==> config.mk <==
export PLATFORM = sky130hd
export DESIGN_NAME = lfpc_pin_control
export DESIGN_NICKNAME = d
export VERILOG_FILES = /design/src/lfpc_pkg.sv /design/src/lfpc_pin_control.sv
export VERILOG_INCLUDE_DIRS = /design/src
export SDC_FILE = /design/constraint.sdc
export NUM_CORES = 1
export LEC_CHECK = 0
export ABC_AREA = 0
export BUFFER_PORTS_ARGS = -buffer_cell sky130_fd_sc_hd__buf_2
export CAP_MARGIN = 5
export CORE_AREA = 5 5 120 122
export DETAILED_ROUTE_END_ITERATION = 12
export DIE_AREA = 0 0 125 127
export PLACE_DENSITY = 0.82
export SYNTH_ARGS = -nofsm -noshare
export SYNTH_HDL_FRONTEND = slang
export SYNTH_SLANG_ARGS = --single-unit
==> constraint.sdc <==
create_clock -name clk_in -period 6.4 [get_ports clk_in]
set_input_delay 1.28 -clock clk_in [delete_from_list [all_inputs] [get_ports clk_in]]
set_output_delay 1.28 -clock clk_in [all_outputs]
set_load 0.05 [all_outputs]
==> src/lfpc_consts.svh <==
/*
 * Offsets, field positions, reset values and counts of the flash pin
 * control block. Assumes inclusion by bare name.
 */
`ifndef LFPC_CONSTS_SVH
`define LFPC_CONSTS_SVH

// ==========================================================
// register byte offsets
`define LFPC_OFF_CMD     8'h00
`define LFPC_OFF_LOCK    8'h04
`define LFPC_OFF_STATUS  8'h08
`define LFPC_OFF_GPI     8'h0C
`define LFPC_OFF_ARRAY   8'h10
`define LFPC_OFF_CYCLES  8'h14
`define LFPC_OFF_MUX     8'h18

// ==========================================================
// command register fields
`define LFPC_CMD_SEC_LSB 0
`define LFPC_CMD_ERASE   4
`define LFPC_CMD_GO      5

// ==========================================================
// status register fields
`define LFPC_ST_BUSY     0
`define LFPC_ST_ACCEPT   1
`define LFPC_ST_REFUSE   2
`define LFPC_ST_RDARRAY  3
`define LFPC_ST_MUX      4
`define LFPC_ST_CYCLE    5
`define LFPC_ST_IFRST    6
`define LFPC_ST_TBL      7
`define LFPC_ST_WP       8
`define LFPC_ST_STRAP    9
`define LFPC_ST_BOOTDEV  13

// ==========================================================
// reset values and counts
`define LFPC_LOCK_RST    11'h000
`define LFPC_ARRAY_RST   11'h7FF
`define LFPC_TOP_SECTOR  4'hA
`define LFPC_BOOT_STRAP  4'h0
`define LFPC_OP_CYCLES   16
`define LFPC_CYC_NIBBLES 13

`endif

==> src/lfpc_pkg.sv <==
/*
 * Types of the flash pin control block.
 * Assumes lfpc_consts.svh holds the numeric constants.
 */
package lfpc_pkg;

	// pin group sampled as one bundle
	typedef struct packed {
		logic       frame_n;
		logic       if_rst_n;
		logic       init_n;
		logic       tbl_n;
		logic       wp_n;
		logic [3:0] strap;
		logic [4:0] gpi;
		logic       sel;
		logic [3:0] lad;
	} lfpc_pins_t;

	typedef enum logic [1:0] {
		LFPC_IDLE   = 2'b00,
		LFPC_START  = 2'b01,
		LFPC_ACTIVE = 2'b10
	} lfpc_state_t;

endpackage

==> src/lfpc_pin_control.sv <==
/*
 * Pin control of a boot flash on a low-pin-count bus: cycle framing and
 * abort, interface resets, hardware sector protection, strap code,
 * general inputs and the address-multiplexed pin reuse.
 * Assumes an Avalon-MM master on clk_in and asynchronous pins.
 */
// Design decisions made here: the register addresses and the Avalon-MM slave port.
`timescale 1ns/1ps
`default_nettype none
`include "lfpc_consts.svh"

module lfpc_pin_control
	import lfpc_pkg::*;
#(
	parameter int OP_CYCLES  = `LFPC_OP_CYCLES,
	parameter int CYC_NIBBLE = `LFPC_CYC_NIBBLES
) (
	input  wire logic        clk_in,                 // 10 MHz clock
	input  wire logic        rstn_in,                // async reset, low
	input  wire logic        hub_frame_input_n_in,   // frame, low
	input  wire logic        if_reset_n_in,          // interface reset
	input  wire logic        init_reset_n_in,        // second reset
	input  wire logic        boot_sector_lock_pin_in,// low locks top
	input  wire logic        write_protect_n_in,     // low locks rest
	input  wire logic [3:0]  bus_strap_code_in,      // strap code
	input  wire logic [4:0]  general_input_pins_in,  // general inputs
	input  wire logic        interface_select_pin_in,// 1 = mux mode
	input  wire logic [3:0]  lad_in,                 // data lines in
	output logic      [3:0]  lad_out,                // data lines out
	output logic             lad_oe_out,             // data lines drive
	input  wire logic [7:0]  avs_address_in,         // byte address
	input  wire logic        avs_read_in,            // read request
	input  wire logic        avs_write_in,           // write request
	input  wire logic [31:0] avs_writedata_in,       // write data
	output logic      [31:0] avs_readdata_out,       // read data
	output logic             avs_waitrequest_out     // stall
);

	// ==========================================================
	// reset release
	logic [1:0] rst_sync;
	logic       rst_n;

	always_ff @(posedge clk_in or negedge rstn_in) begin
		if (!rstn_in)
			rst_sync <= 2'b00;
		else
			rst_sync <= {rst_sync[0], 1'b1};
	end
	assign rst_n = rst_sync[1];

	// ==========================================================
	// pin synchronisers
	lfpc_pins_t pin_raw;
	lfpc_pins_t pin_meta;
	lfpc_pins_t pin;

	assign pin_raw = '{frame_n: hub_frame_input_n_in,
		if_rst_n: if_reset_n_in, init_n: init_reset_n_in,
		tbl_n: boot_sector_lock_pin_in, wp_n: write_protect_n_in,
		strap: bus_strap_code_in, gpi: general_input_pins_in,
		sel: interface_select_pin_in, lad: lad_in};

	always_ff @(posedge clk_in or negedge rst_n) begin
		if (!rst_n) begin
			pin_meta <= '0;
			pin      <= '0;
		end else begin
			pin_meta <= pin_raw;
			pin      <= pin_meta;
		end
	end

	// ==========================================================
	// interface mode and reset
	logic mux_mode;
	logic if_reset;

	// in mux mode the second reset pin serves as output enable
	assign if_reset = !pin.if_rst_n ||
		(!mux_mode && !pin.init_n);

	always_ff @(posedge clk_in or negedge rst_n) begin
		if (!rst_n)
			mux_mode <= 1'b0;
		else if (if_reset || !rst_sync[1])
			mux_mode <= pin.sel;
	end

	// ==========================================================
	// bus cycle framing
	lfpc_state_t state;
	lfpc_state_t next_state;
	logic [4:0]  nib_cnt;
	logic [15:0] start_cnt;
	logic [15:0] abort_cnt;
	logic        frame_low;

	assign frame_low = !pin.frame_n && !mux_mode && !if_reset;

	always_comb begin
		next_state = state;
		unique case (state)
			LFPC_IDLE:
				if (frame_low)
					next_state = LFPC_START;
			LFPC_START:
				if (!frame_low)
					next_state = LFPC_ACTIVE;
			LFPC_ACTIVE:
				if (frame_low)
					next_state = LFPC_START;
				else if (nib_cnt == 5'(CYC_NIBBLE - 1))
					next_state = LFPC_IDLE;
			default:
				next_state = LFPC_IDLE;
		endcase
		if (if_reset || mux_mode)
			next_state = LFPC_IDLE;
	end

	always_ff @(posedge clk_in or negedge rst_n) begin
		if (!rst_n)
			state <= LFPC_IDLE;
		else
			state <= next_state;
	end

	always_ff @(posedge clk_in or negedge rst_n) begin
		if (!rst_n)
			nib_cnt <= '0;
		else if (state != LFPC_ACTIVE)
			nib_cnt <= '0;
		else
			nib_cnt <= nib_cnt + 5'd1;
	end

	always_ff @(posedge clk_in or negedge rst_n) begin
		if (!rst_n) begin
			start_cnt <= '0;
			abort_cnt <= '0;
		end else begin
			if (state == LFPC_IDLE && next_state == LFPC_START)
				start_cnt <= start_cnt + 16'd1;
			if (state == LFPC_ACTIVE && next_state == LFPC_START) begin
				start_cnt <= start_cnt + 16'd1;
				abort_cnt <= abort_cnt + 16'd1;
			end
		end
	end

	// ==========================================================
	// multiplexed programming pins
	logic        we_n_q;
	logic [10:0] mux_addr;
	logic [3:0]  mux_data;

	always_ff @(posedge clk_in or negedge rst_n) begin
		if (!rst_n)
			we_n_q <= 1'b1;
		else
			we_n_q <= pin.frame_n;
	end

	always_ff @(posedge clk_in or negedge rst_n) begin
		if (!rst_n) begin
			mux_addr <= '0;
			mux_data <= '0;
		end else if (mux_mode && !if_reset &&
			!we_n_q && pin.frame_n) begin
			mux_addr <= {pin.gpi, pin.wp_n, pin.tbl_n,
				pin.strap};
			mux_data <= pin.lad;
		end
	end

	always_ff @(posedge clk_in or negedge rst_n) begin
		if (!rst_n) begin
			lad_oe_out <= 1'b0;
			lad_out    <= '0;
		end else begin
			lad_oe_out <= mux_mode && !if_reset &&
				!pin.init_n && pin.frame_n;
			lad_out    <= mux_data;
		end
	end

	// ==========================================================
	// register bus slave
	logic       rd_fire;
	logic       wr_fire;
	logic [5:0] cmd;
	logic [10:0] lock;
	logic [31:0] status_word;

	assign wr_fire = avs_write_in && !avs_waitrequest_out;
	assign rd_fire = avs_read_in && !avs_waitrequest_out;

	always_ff @(posedge clk_in or negedge rst_n) begin
		if (!rst_n)
			avs_waitrequest_out <= 1'b1;
		else if (rd_fire || wr_fire)
			avs_waitrequest_out <= 1'b1;
		else if (avs_read_in || avs_write_in)
			avs_waitrequest_out <= 1'b0;
	end

	always_ff @(posedge clk_in or negedge rst_n) begin
		if (!rst_n)
			lock <= `LFPC_LOCK_RST;
		else if (wr_fire && avs_address_in == `LFPC_OFF_LOCK)
			lock <= avs_writedata_in[10:0];
	end

	// ==========================================================
	// program and erase automation
	logic        go;
	logic [3:0]  sec;
	logic        pin_forbid;
	logic        allowed;
	logic        busy;
	logic [$clog2(OP_CYCLES+1)-1:0] busy_cnt;
	logic        accepted;
	logic        refused;
	logic        read_array;
	logic [10:0] array_state;
	logic [3:0]  op_sec;
	logic        op_erase;

	assign go  = wr_fire && avs_address_in == `LFPC_OFF_CMD &&
		avs_writedata_in[`LFPC_CMD_GO];
	assign sec = avs_writedata_in[`LFPC_CMD_SEC_LSB +: 4];

	// pin protection: lock pin for top sector, write protect else
	assign pin_forbid = (sec == `LFPC_TOP_SECTOR) ?
		!pin.tbl_n :
		!pin.wp_n;
	assign allowed = go && !if_reset && !busy && !mux_mode &&
		sec <= `LFPC_TOP_SECTOR && !pin_forbid &&
		!lock[sec];

	always_ff @(posedge clk_in or negedge rst_n) begin
		if (!rst_n)
			cmd <= '0;
		else if (wr_fire && avs_address_in == `LFPC_OFF_CMD)
			cmd <= avs_writedata_in[5:0];
	end

	always_ff @(posedge clk_in or negedge rst_n) begin
		if (!rst_n) begin
			busy     <= 1'b0;
			busy_cnt <= '0;
			op_sec   <= '0;
			op_erase <= 1'b0;
		end else if (if_reset) begin
			busy     <= 1'b0;
			busy_cnt <= '0;
		end else if (allowed) begin
			busy     <= 1'b1;
			busy_cnt <= '0;
			op_sec   <= sec;
			op_erase <= avs_writedata_in[`LFPC_CMD_ERASE];
		end else if (busy) begin
			busy_cnt <= busy_cnt + 1'b1;
			if (busy_cnt == ($bits(busy_cnt))'(OP_CYCLES - 1))
				busy <= 1'b0;
		end
	end

	// array model: a set bit means the sector reads erased
	genvar g;
	generate
		for (g = 0; g <= 10; g++) begin : g_sector
			always_ff @(posedge clk_in or negedge rst_n) begin
				if (!rst_n)
					array_state[g] <= 1'((`LFPC_ARRAY_RST) >> g);
				else if (busy && !if_reset && op_sec == 4'(g) &&
					busy_cnt == ($bits(busy_cnt))'(OP_CYCLES - 1))
					array_state[g] <= op_erase;
			end
		end
	endgenerate

	always_ff @(posedge clk_in or negedge rst_n) begin
		if (!rst_n)
			read_array <= 1'b1;
		else if (if_reset)
			read_array <= 1'b1;
		else if (allowed)
			read_array <= 1'b0;
		else if (busy && busy_cnt ==
			($bits(busy_cnt))'(OP_CYCLES - 1))
			read_array <= 1'b1;
	end

	// sticky outcome flags, write one to clear, set wins
	always_ff @(posedge clk_in or negedge rst_n) begin
		if (!rst_n) begin
			accepted <= 1'b0;
			refused  <= 1'b0;
		end else begin
			if (allowed)
				accepted <= 1'b1;
			else if (wr_fire && avs_address_in == `LFPC_OFF_STATUS &&
				avs_writedata_in[`LFPC_ST_ACCEPT])
				accepted <= 1'b0;
			if (go && !allowed)
				refused <= 1'b1;
			else if (wr_fire && avs_address_in == `LFPC_OFF_STATUS &&
				avs_writedata_in[`LFPC_ST_REFUSE])
				refused <= 1'b0;
		end
	end

	// ==========================================================
	// read data
	always_comb begin
		status_word = '0;
		status_word[`LFPC_ST_BUSY]    = busy;
		status_word[`LFPC_ST_ACCEPT]  = accepted;
		status_word[`LFPC_ST_REFUSE]  = refused;
		status_word[`LFPC_ST_RDARRAY] = read_array;
		status_word[`LFPC_ST_MUX]     = mux_mode;
		status_word[`LFPC_ST_CYCLE]   = state != LFPC_IDLE;
		status_word[`LFPC_ST_IFRST]   = if_reset;
		status_word[`LFPC_ST_TBL]     = pin.tbl_n;
		status_word[`LFPC_ST_WP]      = pin.wp_n;
		status_word[`LFPC_ST_STRAP +: 4] = pin.strap;
		status_word[`LFPC_ST_BOOTDEV] =
			pin.strap == `LFPC_BOOT_STRAP;
	end

	always_ff @(posedge clk_in or negedge rst_n) begin
		if (!rst_n)
			avs_readdata_out <= '0;
		else if (avs_read_in && avs_waitrequest_out) begin
			unique case (avs_address_in)
				`LFPC_OFF_CMD:    avs_readdata_out <= {26'h000_0000, cmd};
				`LFPC_OFF_LOCK:   avs_readdata_out <= {21'h00_0000, lock};
				`LFPC_OFF_STATUS: avs_readdata_out <= status_word;
				`LFPC_OFF_GPI:
					avs_readdata_out <= {27'h000_0000, pin.gpi};
				`LFPC_OFF_ARRAY:
					avs_readdata_out <= {21'h00_0000, array_state};
				`LFPC_OFF_CYCLES:
					avs_readdata_out <= {abort_cnt, start_cnt};
				`LFPC_OFF_MUX:
					avs_readdata_out <= {12'h000, mux_data, 5'h00,
						mux_addr};
				default:          avs_readdata_out <= '0;
			endcase
		end
	end

endmodule
`default_nettype wire

==> results.md <==
- Setup WS post-layout: between 2000 and 3000 ps
- Total grt overflow: 0
- CTS tree: built
- Register area share after synthesis: 60.41%
- Int Power: 0.001809 W
- CTS clk-pin slew, worst paths: 70 ps
- Post-synth top area cell: dfrtp_1
- H-tree levels: 4
- Bufs on Longest Clock Path: 2
- Critical path class: primary input to flop
- IO Pins: 101
- Setup bufs post-CTS: 0
- Post-synth EDFFs: 0
- Final hold violation count: 0
- Top area cells in the synthesized netlist: dfrtp_1, mux2_2, dfstp_2
- Most frequent cell after synthesis: dfrtp_1
- YS warnings: 0
- Final setup TNS: 0 ps
- Layout cells sized above 1: approximately 29%
- Crit path arrival time: 3840 ps
- Least-Margin Pin Slew: approximately 1100 ps
- Number of distinct library cells after synthesis: 61
- Cell Area, Synth: 7320 um^2
- Via-per-instance ratio: between 5 and 6
- Area of the multi-input gates: 2738 um^2
- Via Count: 4979
- Hold Buf Count CTS: 0
- Clock root cell: clkbuf_16
- Post-synthesis average cell area: 12.18 um^2
- Die Y: about 130 um
- Num Clock Sinks: around 180
- FMAX: 284.0 MHz
- Pre-CTS setup slack: 2527 ps
- DR iter-0 viols: 407
- Initial core utilization: 55.94%
- Core area: 13090 um^2
- Maximum vdd drop: about 0.17 mV
- Largest net degree at the start of global routing: 68
- Port Buf Inserts: 79
- Die X: 125 um
- Die ar.: 15880 um^2
- Endpoint class of the critical path: flop
- Final nets: about 740
- Sw Ratio: 25.48%
- Total track usage: 21.38%
- Initial antenna violation count: 0
- Switch Pwr: just over 0.0006 W
- Worst slew margin: 28.79%
- WL final: 15970 um
- PwrDens: 289.1 nW/um^2
- CTS resizes: 0
- Post-synth top area share: around 55%
- Remaining antenna violation count: 0
- Vias in the first global route: 5183
- Synth-to-layout area growth: 14.73%
- Antenna Cells: 0
- Final Skew: between 6 and 7 ps
- Hold WS: 330.8 ps
- Most common library cells after synthesis: dfrtp_1, nand2_1, mux2_2, o21ai_0, nor2_1
- Ys async rst share: 100.0%
- Syn Inst Count: 601
- Number of max-cap violations: 0
- # fillers: just under 1000
- Min Clock Period, post-route: around 3500 ps
- Flops & latches, synth: 176
- DRC Markers: 0
- RSZ-0062 raised after global routing: no
- First-pass GRT wire length: roughly 27000 um
- Worst-Skew Late Latency: approximately 430 ps
- Final setup vio count: 0
- Row count: 42
- DR pass1 iterations: 5
- Combinational group share of total power: 7.9%
- Clock Power Share: 41.3%
- Hold Crit Class: flop to asynchronous set/reset pin
- Wire per inst: 18.59 um
- Pins over their slew limit: 0
- Flop pwr share: about half
- Main synth FF type: dfrtp_1
- Leakage: 3.846 nW
- CTS buffer count: 17
- Crit path max fanout: 14
- Status: finished clean
- Post-Syn Nets: 670
- Crit share post-route: approximately 55%
- Critical Path Start Type: primary input
- Critical Path RT: 6720 ps
- Sequential Area: 4425 um^2
- GPL Wtd Cong: between 0.9 and 1
- DP HPWL: 11120 um
-- through the flow --
step	cell area, um^2	std cells	power, W	util, %
global placement	7820	827	0.001434	59.76
floorplan	7320	601	0.001376	-
CTS	8398	859	0.002443	64.18
detailed placement	7820	827	0.001444	59.76
finish	8398	859	0.002428	64.18
global route	8398	859	0.002519	64.18
-- worst max-delay path, cell delays in order --
cell and delay [ps]:
buf_2 100, nor3_1 850, and3_2 380, nand3_1 150, nor4_4 660, mux2_2 420
-- area by class of cell --
class / count / share of cell area, %
flip-flops and latches: 176 / 52.70
multi-input cells: 388 / 32.60
clock buffers: 20 / 5.438
repair buffers: 82 / 4.976
well taps: 176 / 2.622
clock inverters: 12 / 1.445
inverters: 5 / 0.2235
-- final timing paths --
kind	startpoint	to	slack [ps]	cells after the start
max in group asynchronous	rst_sync[1]	lock[9]	4820	1
min in group clk_in	pin_meta[8]	pin[8]	350	0
setup reg to reg	busy	op_sec[0]	3810	4
hold / removal	rst_sync[1]	avs_readdata_out[2]	330	0
setup / recovery	avs_address_in[5]	op_sec[0]	2880	6
hold reg to reg	rst_sync[1]	avs_readdata_out[2]	330	0
-- layer usage --
| metal | GRT usage (%) | up-vias | share of wire, % |
|---|---|---|---|
| li1 | - | 2282 | - |
| met1 | 27.54 | 2527 | 42 |
| met2 | 36.03 | 139 | 51 |
| met3 | 4.549 | 31 | 4.6 |
| met4 | 8.036 | 0 | 2.3 |
| met5 | 0 | - | 0 |
-- cells in the final DEF, fill, tap and decap left out, types with 3 or more instances in the layout --
cell type / n
a21oi_1: 10
a221oi_1: 7
a22o_1: 3
a22oi_1: 15
and2_1: 5
and3_1: 9
and4_1: 6
buf_2: 79
buf_4: 3
clkbuf_16: 17
clkinv_4: 3
dfrtp_1: 161
dfstp_2: 14
ha_1: 6
inv_1: 5
inv_6: 6
mux2_2: 52
mux2i_1: 5
mux4_2: 3
nand2_1: 65
nand3_1: 24
nand3b_1: 6
nand4_1: 11
nor2_1: 26
nor2b_1: 5
nor3_1: 9
nor4_1: 4
nor4bb_1: 3
o21ai_0: 38
o2bb2ai_1: 4
xnor2_1: 24
xor2_1: 12
-- state kept, by name, summed over array words and instances (netlist names), 4 cells and up --
signal / count
op_sec: 4
array_state: 11
abort_cnt: 16
busy_cnt: 5
pin_meta: 19
start_cnt: 16
mux_addr: 11
cmd: 6
lock: 11
lad_out: 4
avs_readdata_out: 32
nib_cnt: 5
pin: 19
mux_data: 4
-- cell families after synthesis --
| logic type | Yosys count | synth area share (%) |
|---|---|---|
| xor+xnor | 36 | 4.308 |
| fa+ha+maj | 6 | 1.026 |
| other cells | 1 | 0.05123 |
| buf+inv | 37 | 2.188 |
| compound gates | 92 | 8.223 |
| flops | 176 | 60.41 |
| mux | 61 | 9.812 |
| simple gates | 192 | 13.98 |
-- power groups by stage --
stage          registers [W]  logic (W)  clock network, W
3_3_place_gp         0.00125   0.000185                 0
4_1_cts              0.00123   0.000193           0.00102
5_1_grt              0.00124   0.000209           0.00107
6_report             0.00123   0.000191           0.00100
3_5_place_dp         0.00125   0.000192                 0
2_1_floorplan        0.00128  0.0000967                 0
Power figures use the tool's default switching activity.
